===== config.mk =====
export PLATFORM = sky130hd
export DESIGN_NAME = rss_exec
export DESIGN_NICKNAME = d
export VERILOG_FILES = /design/src/rtl/rss_pkg.sv /design/src/rtl/rss_exec.sv
export SDC_FILE = /design/constraint.sdc
export NUM_CORES = 1
export LEC_CHECK = 0
export ABC_AREA = 0
export BUFFER_PORTS_ARGS = -buffer_cell sky130_fd_sc_hd__buf_2
export CORE_UTILIZATION = 30
export CTS_CLUSTER_SIZE = 28
export DETAILED_ROUTE_END_ITERATION = 7
export HOLD_SLACK_MARGIN = 0.05
export PLACE_DENSITY = 0.45
export RECOVER_POWER = 100
export SLEW_MARGIN = 20
export SYNTH_ARGS = -nofsm -noshare
export SYNTH_HDL_FRONTEND = slang
export SYNTH_SLANG_ARGS = --single-unit

===== constraint.sdc =====
create_clock -name clk -period 30.2 [get_ports clk]
set_input_delay 6.04 -clock clk [delete_from_list [all_inputs] [get_ports clk]]
set_output_delay 6.04 -clock clk [all_outputs]
set_load 0.01 [all_outputs]

===== src/rtl/rss_pkg.sv =====
// package for the rotate, subtract and sleep execution slice
// Notes on behaviour
// - rotate right through carry, only carry changes
// - seven-bit file address, destination bit routes result
// - sleep zeroes watchdog counter and its prescaler
// - sleep clears powerdown flag, sets timeout flag
// - sleep stops oscillator, no execution until wake
// - literal minus accumulator into accumulator, flags
// - file minus accumulator, routed, flags updated
// - file minus accumulator minus inverted carry
package rss_pkg;
  localparam int DATA_W = 8;
  localparam int FADDR_W = 7;
  localparam int FILE_DEPTH = 128;
  localparam int BUS_AW = 5;
  // register byte offsets
  localparam logic [4:0] INSTR_OFS = 5'h00;
  localparam logic [4:0] ACC_OFS = 5'h04;
  localparam logic [4:0] STATUS_OFS = 5'h08;
  localparam logic [4:0] FPTR_OFS = 5'h0C;
  localparam logic [4:0] FDATA_OFS = 5'h10;
  // instruction word field positions
  localparam int OP_LSB = 0;
  localparam int DEST_BIT = 3;
  localparam int FADDR_LSB = 4;
  localparam int LIT_LSB = 11;
  // status bit positions
  localparam int ST_C = 0;
  localparam int ST_DC = 1;
  localparam int ST_Z = 2;
  localparam int ST_PD_N = 3;
  localparam int ST_TO_N = 4;
  localparam int ST_SLEEP = 5;
  // operation codes
  localparam logic [2:0] OP_ROTATE_RIGHT_VIA_CARRY = 3'h1;
  localparam logic [2:0] OP_LITERAL_MINUS_ACC = 3'h2;
  localparam logic [2:0] OP_FILE_MINUS_ACC = 3'h3;
  localparam logic [2:0] OP_FILE_MINUS_ACC_BORROW = 3'h4;
  localparam logic [2:0] OP_POWER_DOWN = 3'h5;
  // reset values
  localparam logic [7:0] ACC_RST = 8'h00;
  localparam logic [7:0] WDT_ZERO = 8'h00;
  localparam logic FLAG_N_RST = 1'b1;
  // decoded instruction word
  typedef struct packed {
    logic [7:0] literal;
    logic [6:0] fileAddr;
    logic dest;
    logic [2:0] op;
  } rss_instr_t;
  // arithmetic flags
  typedef struct packed {
    logic zero;
    logic nibbleCarry;
    logic carry;
  } rss_flags_t;
endpackage


===== src/rtl/rss_exec.sv =====
// execution slice: rotate right, three subtracts, power-down
//
// Register access over Avalon-MM and the address map were left to the implementer.
`timescale 1ns/1ps
module rss_exec
  import rss_pkg::*;
(
  input wire logic clk,
  input wire logic rst,
  input wire logic [4:0] avs_address,
  input wire logic avs_read,
  input wire logic avs_write,
  input wire logic [31:0] avs_writedata,
  input wire logic [3:0] avs_byteenable,
  output logic [31:0] avs_readdata,
  output logic avs_waitrequest,
  input wire logic wakeUp,
  output logic watchdogCounterClear,
  output logic watchdogPrescalerClear,
  output logic oscStop,
  output logic timeoutStatusN,
  output logic powerdownStatusN
);

  logic [7:0] fileMem [FILE_DEPTH];
  logic ack_ff, nxt_ack;
  logic [31:0] rdata_ff, nxt_rdata;
  logic [7:0] acc_ff, nxt_acc;
  rss_flags_t flags_ff, nxt_flags;
  logic pdN_ff, nxt_pdN;
  logic toN_ff, nxt_toN;
  logic sleep_ff, nxt_sleep;
  logic wdtClr_ff, nxt_wdtClr;
  logic prsClr_ff, nxt_prsClr;
  logic [6:0] fptr_ff, nxt_fptr;
  logic wakeMeta_ff, wakeSync_ff;
  logic busReq, wrDone, rdTake;
  rss_instr_t instr;
  logic instrWrite, exec;
  logic isRot, isLit, isSub, isSubB, isSleep;
  logic [7:0] fileVal, minuend, result;
  logic borrowIn;
  logic [8:0] diff;
  logic [4:0] nibDiff;
  logic fileWe;
  logic [6:0] fileWaddr;
  logic [7:0] fileWdata;

  // one wait cycle, then the slave answers
  assign busReq = avs_read | avs_write;
  assign avs_waitrequest = busReq & ~ack_ff;
  assign wrDone = avs_write & ack_ff;
  assign rdTake = avs_read & ~ack_ff;
  assign avs_readdata = rdata_ff;

  // instruction decode
  assign instr = rss_instr_t'(avs_writedata[LIT_LSB+7:OP_LSB]);
  assign instrWrite = wrDone & (avs_address == INSTR_OFS) & avs_byteenable[0];
  assign exec = instrWrite & ~sleep_ff;
  assign isRot = exec & (instr.op == OP_ROTATE_RIGHT_VIA_CARRY);
  assign isLit = exec & (instr.op == OP_LITERAL_MINUS_ACC);
  assign isSub = exec & (instr.op == OP_FILE_MINUS_ACC);
  assign isSubB = exec & (instr.op == OP_FILE_MINUS_ACC_BORROW);
  assign isSleep = exec & (instr.op == OP_POWER_DOWN);

  // operand fetch and subtract datapath
  assign fileVal = fileMem[instr.fileAddr];
  assign minuend = isLit ? instr.literal : fileVal;
  assign borrowIn = isSubB & ~flags_ff.carry;
  assign diff = {1'b0, minuend} - {1'b0, acc_ff} - {8'h00, borrowIn};
  assign nibDiff = {1'b0, minuend[3:0]} - {1'b0, acc_ff[3:0]} - {4'h0, borrowIn};

  // result selection
  always_comb
  begin
    if (isRot)
    begin
      result = {flags_ff.carry, fileVal[7:1]};
    end
    else
    begin
      result = diff[7:0];
    end
  end

  // file write port: bus data window or routed result
  always_comb
  begin
    fileWe = 1'b0;
    fileWaddr = fptr_ff;
    fileWdata = avs_writedata[7:0];
    if ((isRot | isSub | isSubB) & instr.dest)
    begin
      fileWe = 1'b1;
      fileWaddr = instr.fileAddr;
      fileWdata = result;
    end
    else if (wrDone & (avs_address == FDATA_OFS) & avs_byteenable[0])
    begin
      fileWe = 1'b1;
    end
  end

  // file register storage
  always_ff @(posedge clk)
  begin
    if (fileWe)
    begin
      fileMem[fileWaddr] <= fileWdata;
    end
  end

  // wake pin synchroniser
  always_ff @(posedge clk or posedge rst)
  begin
    if (rst)
    begin
      wakeMeta_ff <= 1'b0;
      wakeSync_ff <= 1'b0;
    end
    else
    begin
      wakeMeta_ff <= wakeUp;
      wakeSync_ff <= wakeMeta_ff;
    end
  end

  // next state of core registers and bus answer
  always_comb
  begin
    nxt_ack = busReq & ~ack_ff;
    nxt_rdata = rdata_ff;
    nxt_acc = acc_ff;
    nxt_flags = flags_ff;
    nxt_pdN = pdN_ff;
    nxt_toN = toN_ff;
    nxt_sleep = sleep_ff;
    nxt_wdtClr = 1'b0;
    nxt_prsClr = 1'b0;
    nxt_fptr = fptr_ff;
    if (rdTake)
    begin
      unique case (avs_address)
        ACC_OFS: nxt_rdata = {24'h000000, acc_ff};
        STATUS_OFS: nxt_rdata = {26'h0000000, sleep_ff, toN_ff, pdN_ff, flags_ff.zero,
          flags_ff.nibbleCarry, flags_ff.carry};
        FPTR_OFS: nxt_rdata = {25'h0000000, fptr_ff};
        FDATA_OFS: nxt_rdata = {24'h000000, fileMem[fptr_ff]};
        default: nxt_rdata = 32'h00000000;
      endcase
    end
    if (wrDone & avs_byteenable[0])
    begin
      unique case (avs_address)
        ACC_OFS: nxt_acc = avs_writedata[7:0];
        STATUS_OFS: nxt_flags = rss_flags_t'(avs_writedata[ST_Z:ST_C]);
        FPTR_OFS: nxt_fptr = avs_writedata[6:0];
        default: nxt_acc = acc_ff;
      endcase
    end
    // rotate: only carry changes
    if (isRot)
    begin
      nxt_flags.carry = fileVal[0];
      if (!instr.dest)
      begin
        nxt_acc = result;
      end
    end
    // subtracts: flags from the difference, borrow in included
    if (isLit | isSub | isSubB)
    begin
      nxt_flags.carry = ~diff[8];
      nxt_flags.nibbleCarry = ~nibDiff[4];
      nxt_flags.zero = (diff[7:0] == 8'h00);
      if (isLit | !instr.dest)
      begin
        nxt_acc = result;
      end
    end
    // power-down entry
    if (isSleep)
    begin
      nxt_wdtClr = 1'b1;
      nxt_prsClr = 1'b1;
      nxt_pdN = 1'b0;
      nxt_toN = 1'b1;
      nxt_sleep = 1'b1;
    end
    else if (sleep_ff & wakeSync_ff)
    begin
      nxt_sleep = 1'b0;
    end
  end

  // core registers
  always_ff @(posedge clk or posedge rst)
  begin
    if (rst)
    begin
      ack_ff <= 1'b0;
      rdata_ff <= 32'h00000000;
      acc_ff <= ACC_RST;
      flags_ff <= '0;
      pdN_ff <= FLAG_N_RST;
      toN_ff <= FLAG_N_RST;
      sleep_ff <= 1'b0;
      wdtClr_ff <= 1'b0;
      prsClr_ff <= 1'b0;
      fptr_ff <= 7'h00;
    end
    else
    begin
      ack_ff <= nxt_ack;
      rdata_ff <= nxt_rdata;
      acc_ff <= nxt_acc;
      flags_ff <= nxt_flags;
      pdN_ff <= nxt_pdN;
      toN_ff <= nxt_toN;
      sleep_ff <= nxt_sleep;
      wdtClr_ff <= nxt_wdtClr;
      prsClr_ff <= nxt_prsClr;
      fptr_ff <= nxt_fptr;
    end
  end

  // outputs toward clock and watchdog logic
  assign watchdogCounterClear = wdtClr_ff;
  assign watchdogPrescalerClear = prsClr_ff;
  assign oscStop = sleep_ff;
  assign timeoutStatusN = toN_ff;
  assign powerdownStatusN = pdN_ff;

  // checks
  logic [7:0] pastFile;
  always_ff @(posedge clk)
  begin
    pastFile <= fileVal;
  end
endmodule


### Word level (Yosys, flattened, before mapping)

Memories as Yosys holds them, arrays and structs flattened.
Cells that the tools add are included.

| operators by class | value |
|---|---|
| shift operators | 0 |
| reduce and logical (&&, ||, !) cells | 11 |
| multiply operators | 0 |
| add/subtract/negate cells | 4 |
| bitwise gates (word level) | 28 |
| div/mod/pow operators | 0 |
| order comparisons | 0 |
| equal/unequal tests | 9 |
| muxes and demuxes | 22 |

Operators by type and width:

| kind | count |
|---|---|
| $mux W8 | 9 |
| $pmux W8 S4 | 1 |
| $and A1 B1 Y1 | 17 |
| $eq A5 B4 Y1 const B | 2 |
| $mux W3 | 3 |
| $sub A8 B8 Y9 | 1 |
| $sub A9 B1 Y9 | 1 |
| $logic_not A8 Y1 | 1 |
| $mux W1 | 8 |
| $mux W7 | 1 |
| $eq A3 B2 Y1 const B | 2 |
| $eq A3 B3 Y1 const B | 2 |
| $or A1 B1 Y1 | 6 |
| $reduce_and A2 Y1 | 3 |
| $reduce_bool A2 Y1 | 3 |
| $reduce_bool A3 Y1 | 2 |
| $eq A5 B3 Y1 const B | 1 |
| $eq A5 B5 Y1 const B | 1 |
| $logic_not A5 Y1 | 1 |
| $not A1 Y1 | 5 |
| $sub A4 B4 Y5 | 1 |
| $sub A5 B1 Y5 | 1 |
| $eq A3 B1 Y1 const B | 1 |
| $logic_not A1 Y1 | 1 |

| word-level totals | value |
|---|---|
| memory bits (read-only) | 0 |
| memories | 1 |
| input port bits | 46 |
| flip-flop bits (word level) | 56 |
| memory bits (writable) | 1,024 |
| bits in latches | 0 |

Memories:

| memory | words | width | rd ports | clocked after memory_dff | wr ports | line | source |
|---|---|---|---|---|---|---|---|
| fileMem | 128 | 8 | 2 | 0 | 1 | rss_exec.sv:25 | `logic [7:0] fileMem [FILE_DEPTH];` |

### Depth between registers and ports, before layout

| logic depth | value |
|---|---|
| depth after elaboration | 13 |
| depth in mapped cells | 23 |
| mapped depth without buffers | 18 |

### Least setup slack after synthesis

OpenSTA, ideal clock, no wires.

| timing | value |
|---|---|
| path kind | input to register |
| start point | in avs_writedata[5] |
| end point | mem fileMem[0][5], data pin |
| path slack | 13.661 ns |
| cell stages on the path | 20 |
| arrival time | 15.342 ns |
| path buffers | 4 |
| setup time | 1.197 ns |
| data required time | 29.003 ns |
| cell sequence | clkbuf_1 clkbuf_1 clkbuf_1 clkbuf_1 mux4_2 mux4_2 mux4_2 mux2i_1 nand2_1 o21ai_0 fa_1 inv_1 ha_1 nor2b_1 a21boi_0 o21a_1 o21ai_0 o21ai_0 a31o_2 o21ai_0 |

| on the way | value |
|---|---|
| longest elaborated chain between the ends | 6 |

RTL lines:

| element | line | source |
|---|---|---|
| from (decl) | rss_exec.sv:13 | `input wire logic [31:0] avs_writedata,` |
| $mem_v2 Z128 W8 | n/a |  |
| $mux W8 | rss_exec.sv:68 | `assign minuend = isLit ? instr.literal : fileVal;` |
| $sub A8 B8 Y9 | rss_exec.sv:70 | `assign diff = {1'b0, minuend} - {1'b0, acc_ff} - {8'h00, borrowIn};` |
| $sub A9 B1 Y9 | rss_exec.sv:70 |  |
| $mux W8 | rss_exec.sv:76 | `if (isRot)` |
| $mux W8 (*) | rss_exec.sv:92 | `if ((isRot \| isSub \| isSubB) & instr.dest)` |
| named net fileWdata[5] | rss_exec.sv:47 | `logic [7:0] fileWdata;` |
| to (decl) | rss_exec.sv:25 |  |

Mark *: on every way through the listed nets, which the timed path passes. The rest lies on a longest branch.

### Worst setup path after layout

| timing | value |
|---|---|
| start point | in avs_writedata[4] |
| end point | mem fileMem[71][1], data pin |

| on the way | value |
|---|---|
| longest elaborated chain between the ends | 6 |

RTL lines:

| element | line |
|---|---|
| $mem_v2 Z128 W8 (*) | n/a |
| $mux W8 | rss_exec.sv:68 |
| $sub A8 B8 Y9 | rss_exec.sv:70 |
| $sub A9 B1 Y9 | rss_exec.sv:70 |
| $mux W8 (*) | rss_exec.sv:76 |
| $mux W8 (*) | rss_exec.sv:92 |
| named net fileWdata[1] | rss_exec.sv:47 |

Marks and branches as above.

==> impl_metrics.toml <==
[min_path]
min_from = "wakeMeta_ff$_DFF_PP0_"
min_path_cells = 0
hp-class = "reg -> reg"
hold-path-endpoint = "wakeSync_ff$_DFF_PP0_"

[final_layout]
fin_nets = 2547
final_common_cell = "edfxtp_1"
layout_common_cells = "edfxtp_1, mux4_2, nor2_1, clkbuf_16, nand2_1"
drive_gt1_share_pct = 35.9
area_growth_pct = 12.7

[timing]
drv_slew = 407
fin_skew_ns = 0.0318
hold_viol_final = 0
tns_ns = 0
min_period_ns = 20.81
hold_ws_ns = 0.361
finalSetupViolCount = 0
tightest_slew_ns = 6.67
maxSlewHeadroom_pct = -345
rsz0062_at_grt = "false"
fmax_mhz = 48.1
post-route-period-util_pct = 68.9

[route]
vias = 26600
wl_per_cell_um = 33.5
drtAntennaViolNets = 0
route.detailed.drc = 0
drt-vias-per-instance = 5.54
first_iter_violations = 2804
wl_mm = 161
first_pass_iters = 5

[grt]
grt_max_degree = 103
grtUsageMet3_pct = 2.86
met2_usage_pct = 31.4
grt_use_total_pct = 19.0
busiest_layer = "met2"
antenna_found_initial = 10
globalRouteOverflowTotal = 0
grt_pass1_vias = 27600
grt_pass1_wl_mm = 224
grt.met1_usage_pct = 25.6

[setup_path]
reg2reg_from = "fileMem[115][0]$_DFFE_PP_"
cp_slowest_cell = "clkbuf_1"
cp-end-kind = "flip-flop"
r2r-end = "fileMem[32][7]$_DFFE_PP_"
crit_family = "buffers and inverters"
cp.arrival_ns = 21.23
crit_top_cell = "clkbuf_1"
critical-path-max-stage-delay_ns = 4.65
reg2regPathDepth = 18
cp_max_fo = 71
path_cells = "buf_8 -> clkbuf_1 -> clkbuf_1 -> inv_1 -> mux4_2 -> o22ai_1 -> a211oi_1 -> nor2_1 -> nand3_1 -> o21ai_0 -> fa_1 -> mux2i_1 -> mux2_1 -> buf_4"
required_ns = 30.63
crit_start = "avs_writedata[4]"
r2r_slack_ns = 23.25
worst-path-buf-inv = 5
critPathKind = "in -> reg"
critPathLaunchType = "input port"

[logic_synthesis]
synth_cells = 2450
syn_avg_cell_area_um2 = 20.6
synth-seq-area-share_pct = 62.6
yosys_warnings = 0
syn-cell-area_um2 = 50400
ys_ff_latch = 1056
synth-main-ff-cell = "edfxtp_1"
synth-edff-count = 1024
synth-async-reset-ratio_pct = 3.03
synth_cell_types = 61

[die]
core_um2 = 167000
start_util_pct = 30.2
dieArea_um2 = 170000
die_h_um = 412
rows = 150
io_pins = 84
die_w_um = 412

[clock_network]
cts_buffer_depth = 3
cts_setup_buffers = 0
numCtsBuffers = 119
cts-root-buf = "clkbuf_16"
ctsHtreeMaxLevel = 3
clk_pin_slew_worst_paths_ns = 0.06
cts_tree = "yes"
clk_latency_ns = 0.74
ctsHoldBuffers = 0
postCtsResizedCells = 0
cts.sinks = 1056

[power]
leakagePower_nw = 16.8
pwr_density_cell_nw_per_um2 = 60.3
max-vdd-ir-drop_mv = 0.0418

[placement]
dpl.hpwl_mm = 105
place.gp.congestion = 0.841
portBuffers = 42

[status]
violations = "max-capacitance violations, max-slew violations"
status = "complete, but fails checks"

[flow_run]
max-cap-violations = 11
-- how the worst max path moves through the flow --
stage | slack [ns] | cells after the start | end
2_1_floorplan | 13.66 | 20 | fileMem[0][5]$_DFFE_PP_
3_3_place_gp | 15.05 | 22 | fileMem[32][7]$_DFFE_PP_
3_5_place_dp | 14.81 | 22 | fileMem[32][7]$_DFFE_PP_
4_1_cts | 15.58 | 22 | fileMem[32][7]$_DFFE_PP_
5_1_grt | 7.58 | 14 | fileMem[90][1]$_DFFE_PP_
6_report | 9.39 | 14 | fileMem[71][1]$_DFFE_PP_
-- report_power, final --
group          total [mW]  switching [mW]  leakage [nW]  internal [mW]
Clock                1.42           0.601          1.86          0.822
Sequential           1.62         0.00954          9.62           1.61
Combinational       0.379           0.223          5.36          0.155
Total                3.42           0.834          16.8           2.59
-- sequential cells by signal, indices dropped and copies added, names as in the netlist --
register / flops
wakeSync_ff: 1
avs_readdata: 8
flags_ff: 3
ack_ff: 1
acc_ff: 8
watchdogPrescalerClear: 1
fptr_ff: 7
oscStop: 1
wakeMeta_ff: 1
fileMem: 1024
powerdownStatusN: 1
-- per-layer routing --
layer,vias to the layer above,wire length [µm]
li1,10700,-
met1,14800,66800
met2,954,79100
met3,203,9980
met4,4,4820
met5,-,19
-- stage by stage --
stage	cell area (µm²)	instances	util [%]	total power [mW]	setup slack (ns)
2_1_floorplan	50500	2473	-	1.89	13.66
3_3_place_gp	53100	4569	31.8	2.03	15.05
3_5_place_dp	53100	4570	31.8	2.03	14.81
4_1_cts	56900	4791	34.1	3.45	15.58
5_1_grt	56800	4791	34.0	3.51	7.58
6_report	56800	4794	34.0	3.42	9.39
-- area by class of cell --
type,instances,area [µm²]
flip-flops and latches,1056,31600
inverters,26,97.6
clock inverters,77,624
clock buffers,144,3160
well taps,2204,2760
repair buffers,106,652
multi-input cells,1178,17900
diodes,3,7.51
fillers,15500,110000
-- synth_stat cells (19+ instances only) --
library cell | instances | area share [%]
nand2b_1 | 19 | 0.24
mux4_2 | 657 | 29
mux2i_1 | 41 | 0.81
clkbuf_1 | 111 | 0.83
nor2_1 | 155 | 1.2
buf_2 | 32 | 0.32
buf_4 | 34 | 0.51
nand2_1 | 63 | 0.47
nand3_1 | 23 | 0.23
edfxtp_1 | 1024 | 61
o21ai_0 | 37 | 0.37
inv_1 | 23 | 0.17
dfrtp_1 | 31 | 1.5
buf_1 | 35 | 0.26
-- cells by family (layout without fill, tap and decap cells) --
kind of cell | count (synthesis) | after routing | share of synthesized area (%)
AOI/OAI and AO/OA | 116 | 116 | 1.53
muxes | 714 | 714 | 30.6
buffers and inverters | 239 | 353 | 2.13
xor gates and xnor gates | 3 | 3 | 0.0522
and+or+nand+nor | 306 | 306 | 2.68
adders and majority gates | 14 | 14 | 0.378
other | 2 | 28 | 0.0149
DFF | 1056 | 1056 | 62.6
No activity file was read; power rests on OpenSTA's default activity.
